### config.mk
export PLATFORM = sky130hd
export DESIGN_NAME = cpp_cam_position_preprocess
export DESIGN_NICKNAME = d
export VERILOG_FILES = /design/src/rtl/cpp_pkg.sv /design/src/rtl/cpp_cam_position_preprocess.sv
export SDC_FILE = /design/constraint.sdc
export NUM_CORES = 2
export LEC_CHECK = 0
export BUFFER_PORTS_ARGS = -buffer_cell sky130_fd_sc_hd__buf_2
export CORE_ASPECT_RATIO = 1.5
export CORE_MARGIN = 5
export CORE_UTILIZATION = 60
export DETAILED_ROUTE_END_ITERATION = 8
export GPL_TIMING_DRIVEN = 0
export PLACE_DENSITY = 0.78
export SETUP_SLACK_MARGIN = 0.02
export SYNTH_ARGS = -nofsm -noshare
export SYNTH_HDL_FRONTEND = slang
export SYNTH_SLANG_ARGS = --single-unit
### constraint.sdc
create_clock -name mclk -period 9.65 [get_ports mclk]
set_input_delay 2.4125 -clock mclk [delete_from_list [all_inputs] [get_ports mclk]]
set_output_delay 2.4125 -clock mclk [all_outputs]
set_load 0.02 [all_outputs]
### src/rtl/cpp_pkg.sv
// Package with register map, field widths, defaults and state types for the position block
`default_nettype none
package cpp_pkg;
  localparam int unsigned POS_W = 24;
  localparam int unsigned PROG_W = 8;
  // APB register byte offsets
  localparam logic [7:0] OFS_CTRL = 8'h00;
  localparam logic [7:0] OFS_RESOL = 8'h04;
  localparam logic [7:0] OFS_ZERO = 8'h08;
  localparam logic [7:0] OFS_PRESET = 8'h0C;
  localparam logic [7:0] OFS_SPEED = 8'h10;
  localparam logic [7:0] OFS_FICT = 8'h14;
  localparam logic [7:0] OFS_LANG = 8'h18;
  localparam logic [7:0] OFS_KEY = 8'h1C;
  localparam logic [7:0] OFS_PROG = 8'h20;
  localparam logic [7:0] OFS_POS = 8'h24;
  localparam logic [7:0] OFS_SCALED = 8'h28;
  localparam logic [7:0] OFS_STATUS = 8'h2C;
  localparam logic [7:0] OFS_FIELD = 8'h30;
  // CTRL bit positions
  localparam int unsigned CTRL_INCR = 0;
  // KEY register command bits (write one to act)
  localparam int unsigned KEY_INC = 0;
  localparam int unsigned KEY_DEC = 1;
  localparam int unsigned KEY_TEACH = 2;
  localparam int unsigned KEY_ZTEACH = 3;
  localparam int unsigned KEY_PROG = 4;
  localparam int unsigned KEY_ENTER = 5;
  localparam int unsigned KEY_ESC = 6;
  localparam int unsigned KEY_GRST = 7;
  localparam int unsigned KEY_CONFIRM = 8;
  // Reset/default values and the speed and language limits
  localparam logic [POS_W-1:0] RESOL_DEF = 24'h002000;
  localparam logic [POS_W-1:0] PRESET_DEF = 24'h000000;
  localparam logic [13:0] SPEED_DEF = 14'h003C;
  localparam logic [13:0] SPEED_MAX = 14'h270F;
  localparam logic [3:0] LANG_DEF = 4'h0;
  localparam logic [3:0] LANG_MAX = 4'h9;
  typedef enum logic [1:0] {CPP_IDLE, CPP_PSEL, CPP_PASK, CPP_GASK} cpp_menu_t;
  // Divider walk state for fictitious scaling
  typedef enum logic [1:0] {CPP_DV_IDLE, CPP_DV_RUN, CPP_DV_DONE} cpp_div_t;
  typedef struct packed {
    logic psel;
    logic penable;
    logic pwrite;
    logic [7:0] paddr;
    logic [31:0] pwdata;
  } cpp_apb_req_t;
  typedef struct packed {
    logic pready;
    logic pslverr;
    logic [31:0] prdata;
  } cpp_apb_rsp_t;
  typedef struct packed {
    logic [POS_W-1:0] raw;
    logic clear;
    logic preset_sel;
    logic [3:0] dev_number;
  } cpp_pins_t;
endpackage : cpp_pkg
`default_nettype wire

### src/rtl/cpp_cam_position_preprocess.sv
// Position preprocessing, scaling and program selection for a cam controller
//
// Decided for this implementation: the placing of the registers and the APB register port.
`default_nettype none
module cpp_cam_position_preprocess
  import cpp_pkg::*;
#(
  parameter int unsigned POS_WIDTH = POS_W
) (
  input wire logic mclk,
  input wire logic rst_n,
  input wire logic clk_en,
  input wire cpp_pkg::cpp_apb_req_t apb_req,
  output cpp_pkg::cpp_apb_rsp_t apb_rsp,
  input wire cpp_pkg::cpp_pins_t pins,
  input wire logic p2p_serial,
  output logic [POS_W-1:0] position,
  output logic [POS_W-1:0] scaled_position,
  output logic [PROG_W-1:0] active_program_marker,
  output logic [PROG_W-1:0] edit_program,
  output logic [3:0] network_device_number,
  output logic value_update,
  output logic warm_start
);
  import cpp_pkg::*;

  typedef struct packed {
    cpp_pins_t s1;
    cpp_pins_t s2;
    logic clr_d;
    logic cnt_d;
    logic incr_mode;
    logic [POS_W-1:0] resol;
    logic [POS_W-1:0] zero_corr;
    logic [POS_W-1:0] preset;
    logic [13:0] speed_scale;
    logic [POS_W-1:0] fict;
    logic [3:0] lang;
    logic [POS_W-1:0] count;
    logic [POS_W-1:0] pos;
    logic [POS_W-1:0] field;
    logic [PROG_W-1:0] active;
    logic [PROG_W-1:0] edit;
    logic [PROG_W-1:0] prev_edit;
    cpp_menu_t menu;
    cpp_div_t dv;
    logic [47:0] dividend;
    logic [POS_W-1:0] rem;
    logic [47:0] quot;
    logic [5:0] dv_cnt;
    logic [POS_W-1:0] scaled;
    logic [3:0] dev_num;
    logic upd;
    logic warm;
    cpp_apb_rsp_t rsp;
  } cpp_state_t;

  cpp_state_t st_reg;
  cpp_state_t st_next;

  // Wrap a difference into one revolution
  function automatic logic [POS_W-1:0] wrap_sub(input logic [POS_W-1:0] a,
                                                input logic [POS_W-1:0] b,
                                                input logic [POS_W-1:0] m);
    logic [POS_W:0] d;
    d = {1'b0, a} - {1'b0, b};
    if (d[POS_W]) begin
      d = d + {1'b0, m};
    end
    if (d[POS_W-1:0] >= m) begin
      d = d - {1'b0, m};
    end
    return d[POS_W-1:0];
  endfunction

  // Reset defaults of the whole state
  function automatic cpp_state_t defaults();
    cpp_state_t d;
    d = '0;
    d.resol = RESOL_DEF;
    d.preset = PRESET_DEF;
    d.speed_scale = SPEED_DEF;
    d.fict = RESOL_DEF;
    d.lang = LANG_DEF;
    d.menu = CPP_IDLE;
    d.dv = CPP_DV_IDLE;
    return d;
  endfunction

  // Constant reset image so the asynchronous branch loads constants only
  localparam cpp_state_t ST_RESET = defaults();

  logic apb_wr;
  logic apb_rd;
  logic [31:0] wd;
  logic [31:0] rdata;
  logic clr_rise;

  // Next state
  always_comb begin
    logic [POS_W:0] r;
    r = '0;
    st_next = st_reg;
    apb_wr = apb_req.psel && apb_req.penable && apb_req.pwrite && !st_reg.rsp.pready;
    apb_rd = apb_req.psel && apb_req.penable && !apb_req.pwrite && !st_reg.rsp.pready;
    wd = apb_req.pwdata;
    clr_rise = st_reg.s2.clear && !st_reg.clr_d;
    rdata = 32'h0000_0000;
    st_next.s1 = pins;
    st_next.s2 = st_reg.s1;
    st_next.clr_d = st_reg.s2.clear;
    st_next.cnt_d = st_reg.s2.raw[0];
    st_next.upd = 1'b0;
    st_next.warm = 1'b0;
    st_next.rsp = '0;
    // Device number follows the DIP switch while p2p_serial is low, and is zero while it is high
    st_next.dev_num = p2p_serial ? 4'h0 : st_reg.s2.dev_number;
    // Position source
    if (st_reg.incr_mode) begin
      if (clr_rise) begin
        st_next.count = st_reg.s2.preset_sel ? st_reg.preset : '0;
      end else if (st_reg.s2.raw[0] && !st_reg.cnt_d) begin // Edge seen after the second flop
        st_next.count = (st_reg.count >= st_reg.resol - 24'h000001) ? '0 :
                        st_reg.count + 24'h000001;
      end
      st_next.pos = st_reg.count;
    end else begin
      st_next.pos = wrap_sub(st_reg.s2.raw, st_reg.zero_corr, st_reg.resol);
    end
    // Scaling: pos * fict / resol, rounded up when the remainder is above one half
    case (st_reg.dv)
      CPP_DV_IDLE: begin
        st_next.dividend = 48'(st_reg.pos) * 48'(st_reg.fict);
        st_next.rem = '0;
        st_next.quot = '0;
        st_next.dv_cnt = 6'h30;
        st_next.dv = CPP_DV_RUN;
      end
      CPP_DV_RUN: begin
        r = {st_reg.rem, st_reg.dividend[47]};
        st_next.dividend = {st_reg.dividend[46:0], 1'b0};
        if (r >= {1'b0, st_reg.resol}) begin
          r = r - {1'b0, st_reg.resol};
          st_next.quot = {st_reg.quot[46:0], 1'b1};
        end else begin
          st_next.quot = {st_reg.quot[46:0], 1'b0};
        end
        st_next.rem = r[POS_W-1:0];
        st_next.dv_cnt = st_reg.dv_cnt - 6'h01;
        if (st_reg.dv_cnt == 6'h01) begin
          st_next.dv = CPP_DV_DONE;
        end
      end
      CPP_DV_DONE: begin
        if ({st_reg.rem, 1'b0} > {1'b0, st_reg.resol}) begin
          st_next.scaled = st_reg.quot[POS_W-1:0] + 24'h000001;
        end else begin
          st_next.scaled = st_reg.quot[POS_W-1:0];
        end
        st_next.dv = CPP_DV_IDLE;
      end
      default: st_next.dv = CPP_DV_IDLE;
    endcase
    // APB writes
    if (apb_wr) begin
      case (apb_req.paddr)
        OFS_CTRL: st_next.incr_mode = wd[CTRL_INCR];
        OFS_RESOL: st_next.resol = (wd[POS_W-1:0] == '0) ? st_reg.resol : wd[POS_W-1:0];
        OFS_ZERO: st_next.zero_corr = wd[POS_W-1:0];
        OFS_PRESET: st_next.preset = wd[POS_W-1:0];
        OFS_SPEED: begin
          if (wd[13:0] <= SPEED_MAX && wd[31:14] == '0) begin
            st_next.speed_scale = wd[13:0];
          end
        end
        OFS_FICT: st_next.fict = (wd[POS_W-1:0] == '0) ? st_reg.fict : wd[POS_W-1:0];
        OFS_LANG: begin
          if (wd[3:0] <= LANG_MAX && wd[31:4] == '0) begin
            st_next.lang = wd[3:0];
          end
        end
        OFS_FIELD: st_next.field = wd[POS_W-1:0];
        OFS_PROG: st_next.edit = wd[PROG_W-1:0];
        OFS_KEY: begin
          if (wd[KEY_INC]) begin
            st_next.field = st_reg.field + 24'h000001;
            st_next.upd = 1'b1;
          end else if (wd[KEY_DEC]) begin
            st_next.field = st_reg.field - 24'h000001;
            st_next.upd = 1'b1;
          end else if (wd[KEY_TEACH]) begin
            st_next.field = st_reg.pos;
          end else if (wd[KEY_ZTEACH] && !st_reg.incr_mode) begin
            st_next.zero_corr = st_reg.s2.raw;
          end
          // Menu walk for program switch and general reset
          case (st_reg.menu)
            CPP_IDLE: begin
              if (wd[KEY_PROG]) begin
                st_next.prev_edit = st_reg.edit;
                st_next.menu = CPP_PSEL;
              end else if (wd[KEY_GRST]) begin
                st_next.menu = CPP_GASK;
              end
            end
            CPP_PSEL: begin
              if (wd[KEY_ESC]) begin
                st_next.edit = st_reg.prev_edit;
                st_next.menu = CPP_IDLE;
              end else if (wd[KEY_ENTER]) begin
                st_next.menu = CPP_PASK;
              end
            end
            CPP_PASK: begin
              if (wd[KEY_CONFIRM]) begin
                st_next.active = st_reg.edit;
                st_next.menu = CPP_IDLE;
              end else if (wd[KEY_ESC]) begin
                st_next.edit = st_reg.prev_edit;
                st_next.menu = CPP_IDLE;
              end
            end
            CPP_GASK: begin
              if (wd[KEY_CONFIRM]) begin
                st_next = defaults();
                st_next.warm = 1'b1;
              end else if (wd[KEY_ESC]) begin
                st_next.menu = CPP_IDLE;
              end
            end
            default: st_next.menu = CPP_IDLE;
          endcase
        end
        default: ;
      endcase
    end
    // APB reads
    case (apb_req.paddr)
      OFS_CTRL: rdata = {31'h0, st_reg.incr_mode};
      OFS_RESOL: rdata = {8'h00, st_reg.resol};
      OFS_ZERO: rdata = {8'h00, st_reg.zero_corr};
      OFS_PRESET: rdata = {8'h00, st_reg.preset};
      OFS_SPEED: rdata = {18'h0, st_reg.speed_scale};
      OFS_FICT: rdata = {8'h00, st_reg.fict};
      OFS_LANG: rdata = {28'h0, st_reg.lang};
      OFS_KEY: rdata = 32'h0000_0000;
      OFS_PROG: rdata = {16'h0000, st_reg.active, st_reg.edit};
      OFS_POS: rdata = {8'h00, st_reg.pos};
      OFS_SCALED: rdata = {8'h00, st_reg.scaled};
      OFS_STATUS: rdata = {26'h0, st_reg.dev_num, st_reg.menu};
      OFS_FIELD: rdata = {8'h00, st_reg.field};
      default: rdata = 32'h0000_0000;
    endcase
    if (apb_wr || apb_rd) begin
      st_next.rsp.pready = 1'b1;
      st_next.rsp.prdata = apb_rd ? rdata : 32'h0000_0000;
      st_next.rsp.pslverr = (apb_req.paddr > OFS_FIELD) || (apb_req.paddr[1:0] != 2'b00);
    end
  end

  // State register
  always_ff @(posedge mclk or negedge rst_n) begin
    if (!rst_n) begin
      st_reg <= ST_RESET;
    end else if (clk_en) begin
      st_reg <= st_next;
    end
  end

  // Outputs from state flops
  assign apb_rsp = st_reg.rsp;
  assign position = st_reg.pos;
  assign scaled_position = st_reg.scaled;
  assign active_program_marker = st_reg.active;
  assign edit_program = st_reg.edit;
  assign network_device_number = st_reg.dev_num;
  assign value_update = st_reg.upd;
  assign warm_start = st_reg.warm;

  // Assertions
  property p_abs_sub;
    @(posedge mclk) disable iff (!rst_n)
      clk_en && !st_reg.incr_mode && $stable(st_reg.zero_corr) && $stable(st_reg.resol)
      |=> position == wrap_sub($past(st_reg.s2.raw), $past(st_reg.zero_corr),
                               $past(st_reg.resol));
  endproperty
  a_abs_sub: assert property (p_abs_sub) else $error("absolute position wrong");
  property p_range;
    @(posedge mclk) disable iff (!rst_n)
      !st_reg.incr_mode |-> ##1 (!$stable(st_reg.resol) || position < st_reg.resol);
  endproperty
  a_range: assert property (p_range) else $error("position out of range");
  property p_clear;
    @(posedge mclk) disable iff (!rst_n)
      clk_en && st_reg.incr_mode && clr_rise |=> st_reg.count ==
        ($past(st_reg.s2.preset_sel) ? $past(st_reg.preset) : '0);
  endproperty
  a_clear: assert property (p_clear) else $error("clear load wrong");
  property p_speed;
    @(posedge mclk) disable iff (!rst_n) st_reg.speed_scale <= SPEED_MAX;
  endproperty
  a_speed: assert property (p_speed) else $error("speed scale out of range");
  property p_lang;
    @(posedge mclk) disable iff (!rst_n) st_reg.lang <= LANG_MAX;
  endproperty
  a_lang: assert property (p_lang) else $error("language out of range");
  property p_dev;
    @(posedge mclk) disable iff (!rst_n)
      clk_en && p2p_serial |=> network_device_number == 4'h0;
  endproperty
  a_dev: assert property (p_dev) else $error("device number not ignored");
  property p_active;
    @(posedge mclk) disable iff (!rst_n)
      clk_en && !(apb_wr && apb_req.paddr == OFS_KEY) |=> $stable(active_program_marker);
  endproperty
  a_active: assert property (p_active) else $error("active program changed");
  property p_warm;
    @(posedge mclk) disable iff (!rst_n)
      warm_start |-> st_reg.speed_scale == SPEED_DEF && st_reg.preset == PRESET_DEF;
  endproperty
  a_warm: assert property (p_warm) else $error("defaults not restored");
  property p_step;
    @(posedge mclk) disable iff (!rst_n)
      clk_en && apb_wr && apb_req.paddr == OFS_KEY && apb_req.pwdata[KEY_INC] &&
        !apb_req.pwdata[KEY_CONFIRM]
      |=> value_update && st_reg.field == $past(st_reg.field) + 24'h000001;
  endproperty
  a_step: assert property (p_step) else $error("increment key step wrong");
  property p_switch;
    @(posedge mclk) disable iff (!rst_n)
      clk_en && apb_wr && apb_req.paddr == OFS_KEY && apb_req.pwdata[KEY_CONFIRM] &&
        st_reg.menu == CPP_PASK |=> active_program_marker == $past(st_reg.edit);
  endproperty
  a_switch: assert property (p_switch) else $error("program switch wrong");
endmodule : cpp_cam_position_preprocess
`default_nettype wire

After elaboration in Yosys (flattened, before gate mapping)
Cells that the tools add are included.
{"block": "word_totals", "regBits": 467, "out_inout_bits": 104, "elab_cells": 203}
{"block": "classes", "addsub": 10, "multipliers": 1, "order_cmp": 7, "n_eq_ne": 33, "mux": 68, "n_reduce_logical": 48}
{"op": "24-bit 2-to-1 mux", "count": 24}
{"op": "467-bit 2-to-1 mux", "count": 1}
{"op": "192-bit 2-to-1 mux", "count": 2}
{"op": "24-bit one-hot mux with 12 select lines", "count": 1}
{"op": "273-bit 2-to-1 mux", "count": 1}
{"op": "126-bit one-hot mux with 2 select lines", "count": 1}
{"op": "249-bit 2-to-1 mux", "count": 1}
{"op": "24-bit one-hot mux with 2 select lines", "count": 5}
{"op": "202-bit 2-to-1 mux", "count": 1}
{"op": "24-bit by 1-bit adder with 24-bit output, second input constant", "count": 3}
{"op": "62-bit 2-to-1 mux", "count": 1}
{"op": "24-bit >= comparator", "count": 2}
{"op": "24-bit by 24-bit multiplier with 48-bit output", "count": 1}
{"op": "48-bit 2-to-1 mux", "count": 1}
{"op": "8-bit one-hot mux with 2 select lines", "count": 3}
{"op": "6-bit AND reduction", "count": 8}
{"op": "24-bit by 1-bit subtractor with 24-bit output, second input constant", "count": 2}
{"op": "24-bit subtractor", "count": 2}
{"op": "8-bit by 6-bit == test with 1-bit output, second input constant", "count": 5}
{"op": "8-bit 2-to-1 mux", "count": 5}
{"op": "34-bit 2-to-1 mux", "count": 1}
{"op": "8-bit by 5-bit == test with 1-bit output, second input constant", "count": 4}
{"op": "32-bit 2-to-1 mux", "count": 1}
{"op": "28-bit logical NOT", "count": 1}
{"op": "other kinds (39)", "count": 90}

Longest topological paths before layout
{"block": "logic_depth", "depth_word": 13, "ltp_mapped": 32}

Worst setup path before layout
OpenSTA, ideal clock, no wires.
{"block": "synth_path", "path_type": "reg-to-reg", "start": "register st_reg[297] (netlist bit)", "end": "register st_reg[185] (netlist bit)", "setup_time_ps": 83, "t_arrival_ps": 6865, "required_ps": 9567, "slack_ps": 2702, "path_stages_with_launch": 30, "n_path_buf": 2, "synth_period_minus_slack_ps": 6948, "path_cell_list": "dfrtp_1 clkbuf_1 clkbuf_1 nand2_1 fa_1 inv_1 fa_1 inv_1 fa_1 inv_1 fa_1 inv_1 fa_1 inv_1 fa_1 inv_1 fa_1 inv_1 ha_1 and4_1 and2_1 o211ai_2 a21oi_1 o21ai_2 o31ai_2 a221oi_4 o21ai_0 a41oi_1 xor2_1 o21ai_0"}
{"block": "synth_via", "elab_chain_len": 6}
{"item": "start, declared", "line": "cpp_cam_position_preprocess.sv:58", "source": "cpp_state_t st_reg;"}
{"item": "start signal, assigned", "line": "cpp_cam_position_preprocess.sv:266", "source": "st_reg <= st_next;"}
{"item": "24-bit by 24-bit multiplier with 48-bit output *", "line": "cpp_cam_position_preprocess.sv:133", "source": "st_next.dividend = 48'(st_reg.pos) * 48'(st_reg.fict);"}
{"item": "126-bit one-hot mux with 2 select lines *", "line": "cpp_cam_position_preprocess.sv:131", "source": "case (st_reg.dv)"}
{"item": "192-bit 2-to-1 mux", "line": "cpp_cam_position_preprocess.sv:224", "source": "if (wd[KEY_CONFIRM]) begin"}
{"item": "192-bit 2-to-1 mux", "line": "cpp_cam_position_preprocess.sv:197", "source": "case (st_reg.menu)"}
{"item": "202-bit 2-to-1 mux", "line": "cpp_cam_position_preprocess.sv:166", "source": "case (apb_req.paddr)"}
{"item": "467-bit 2-to-1 mux *", "line": "cpp_cam_position_preprocess.sv:165", "source": "if (apb_wr) begin"}
Mark *: on every way between the ends. The rest lies on a longest branch, timed or not.
A chain may end at the register's enable or synchronous reset.

Final worst setup path
{"block": "layout_path", "start": "register st_reg (netlist bit position[16])", "end": "register st_reg[189] (netlist bit)"}
Same word-level chain as after synthesis.

==> impl_metrics.tcl <==
set metrics [dict create \
    cts_hold_buf 0 \
    drtAntennaViolNets 0 \
    fin_util_pct 65.3 \
    antenna_found_initial 27 \
    cts_made_buffers 45 \
    timing.slew.headroom_pct -0.361 \
    ys_seq_elements 435 \
    synth.avg_cell_area_um2 8.59 \
    cts_sinks 435 \
    hpwlAfterDp_um 156000 \
    max_freq_ghz 0.109 \
    syn_inst 5487 \
    hold_viol 0 \
    clk_pin_slew_ps 70 \
    crit_top_cell "fa_1" \
    cts_tree "built" \
    outcome "complete, but fails checks" \
    yosysTopAreaCell "dfrtp_1" \
    maxCapViolCount 1 \
    crit_slowest_cell "clkbuf_1" \
    synthTopCellsByArea "dfrtp_1, fa_1, ha_1" \
    synth_edf_count 0 \
    finalWirelength_um 198000 \
    via_per_inst 6.43 \
    worst_pin_slew_ps 1510 \
    report.final.slew_viol_count 9 \
    port_buffers 169 \
    cp_max_fo 10 \
    setup_tns_ps 0 \
    required_ps 10130 \
    cts-resized-gates 0 \
    gp_congestion 1.10 \
    ys_types 96 \
    largest_reg_flops 339 \
    synth_area_mm2 0.0471 \
    dr.first_iter.drc_count 4618 \
    power_density_mw_per_mm2 169 \
    initial_core_util_pct 60.2 \
    hold_start "st_reg[463]$_DFFE_PN0P_" \
    cts_buffer_depth 3 \
    drc_errors 0 \
    setup-violations-final 0 \
    cts_max_level 2 \
    fin_crit_ps 9180 \
    grt.total_usage_pct 46.3 \
    grt_pass1_vias 44156 \
    grt_pass1_wl_um 287000 \
    start_kind "flip-flop" \
    post_cts_buffers 0 \
    nFillCells 6847 \
    r2r_start "position[16]$_DFFE_PN0P_" \
    hold_class "reg -> reg" \
    async_reset_ff_share_pct 100 \
    placed_cell_area_mm2 0.0494 \
    leakage_uw 0.0245 \
    fin_area_mm2 0.0512 \
    timing.final.crit_share_pct 95.2 \
    clock_latency_ps 650 \
    die_h_um 353 \
    num-nets-final 6582 \
    multiInputGateArea_mm2 0.0314 \
    path_class "reg -> reg" \
    fin_ws_ps 467 \
    coreArea_mm2 0.0784 \
    yosys_most_used_dff "dfrtp_1" \
    grt_max_degree 114 \
    pre_cts_slack_ps 572 \
    crit_arrival_ps 9660 \
    areaGrowthSynthToFinish_pct 8.56 \
    violations "capacitance limit, slew limit" \
    num_vias 43742 \
    crit_path_start "position[16]$_DFFE_PN0P_" \
    io_pins 181 \
    finalClockSkew_ps 63.8 \
    drive_gt1_share_pct 7.75 \
    synth.top_cell.area_share_pct 22.8 \
    seq_area_mm2 0.0109 \
    die-area_mm2 0.0844 \
    path_delay_family "adder cells" \
    core.rowCount 126 \
    wire_per_inst_um 29.1 \
    synth_warnings 0 \
    rsz0062_at_grt "false" \
    crit_buf_inv 6 \
    overflow 0 \
    synth-seq-area-share_pct 23.1 \
    max_stage_delay_ps 950 \
    die_x_um 239 \
    cts_root_buf "clkbuf_16" \
    end_kind "flip-flop" \
    drt_pass1_iterations 9 \
    peakVddDrop_mv 0.163 \
]
-- synthesized netlist by cell type (7+ instances only) --
master / instances
o21ai_1: 18
and4_1: 7
xnor2_1: 116
a22o_1: 74
dfrtp_1: 429
a22oi_1: 68
a221oi_1: 23
a21boi_0: 21
mux2i_1: 23
ha_1: 304
nor2_1: 209
a21oi_1: 201
o2bb2ai_1: 18
o21ai_0: 398
o211ai_1: 17
and2_1: 287
nand2_1: 706
buf_1: 16
or3_1: 10
nor2b_1: 48
nand3_1: 136
clkbuf_1: 274
o22ai_1: 41
mux2_2: 28
o32ai_1: 10
a31oi_1: 38
fa_1: 486
o21a_1: 18
buf_4: 104
nor4_1: 23
inv_1: 768
nand4_1: 26
and3_1: 42
a211oi_1: 42
nand2b_1: 42
a32oi_1: 7
a21o_1: 72
nor3_1: 54
a222oi_1: 22
buf_2: 16
o31ai_1: 19
xor2_1: 98
o21bai_1: 20
-- worst paths after layout --
kind,cells past startpoint,slack (ps),end
max in group asynchronous,4,6260,st_reg[307]$_DFFE_PN1P_
hold / removal,2,470,st_reg[433]$_DFFE_PN0P_
min in group asynchronous,1,1680,st_reg[80]$_DFFE_PN0P_
hold reg to reg,2,470,st_reg[433]$_DFFE_PN0P_
setup reg to reg,26,470,st_reg[189]$_DFFE_PN0P_
setup / recovery,26,470,st_reg[189]$_DFFE_PN0P_
-- power breakdown --
part | switching [µW] | total (µW) | internal, µW
Combinational | 2920 | 4320 | 1400
Clock | 865 | 2000 | 1130
Sequential | 314 | 2320 | 2000
Total | 4100 | 8630 | 4540
-- cell usage in the layout, fill, tap and decap left out, types with 98 or more instances in the layout --
master,netlist,layout
buf_4,104,104
ha_1,304,304
buf_2,16,184
xnor2_1,116,116
and2_1,287,287
a21oi_1,201,201
xor2_1,98,98
nand3_1,136,136
nor2_1,209,209
inv_1,768,768
o21ai_0,398,398
fa_1,486,486
nand2_1,706,706
clkbuf_1,274,273
dfrtp_1,429,429
-- metal layers --
layer	global-route usage [%]	wire length, µm
met4	43.5	24800
met1	48.5	61600
met5	0.874	166
met3	13.5	20100
met2	73.7	91200
-- kinds of logic (layout without fill, tap and decap cells) --
group                    count (synthesis)  count (layout)  share of synthesized area, %
flip-flops                             435             435                          23.1
multiplexers                            51              51                          1.16
buffers and inverters                 1180            1438                          10.3
XOR/XNOR                               214             214                          3.98
AND/OR/NAND/NOR                       1620            1620                          16.3
adder cells (fa/ha/maj)                791             791                          28.7
other                                    1              33                       0.00795
AO/OA/AOI/OAI                         1195            1195                          16.5
-- worst register-to-register path: cells and delay by family, from the launching register on --
family | cells | cell delay (ps)
flip-flops | 1 | 340
AND/OR/NAND/NOR | 3 | 690
adder cells (fa/ha/maj) | 8 | 4070
XOR/XNOR | 1 | 280
AO/OA/AOI/OAI | 8 | 1730
buffers and inverters | 6 | 1920
-- stage by stage --
stage	instances	total power (µW)	hold slack [ps]
3_5_place_dp	6692	6450	473
6_report	6801	8630	469
5_1_grt	6779	8960	504
3_3_place_gp	6687	6380	461
4_1_cts	6776	8440	479
2_1_floorplan	5494	4790	449
-- cell type report --
class / count / area share, %
buffer: 412 / 3.85
inverter: 768 / 5.63
clock inverter: 29 / 0.834
timing repair buffer: 174 / 1.91
tap: 1024 / 2.50
antenna: 25 / 0.122
sequential: 435 / 21.3
clock buffer: 55 / 2.45
multi-input combinational: 3879 / 61.4
Power figures use the tool's default switching activity.
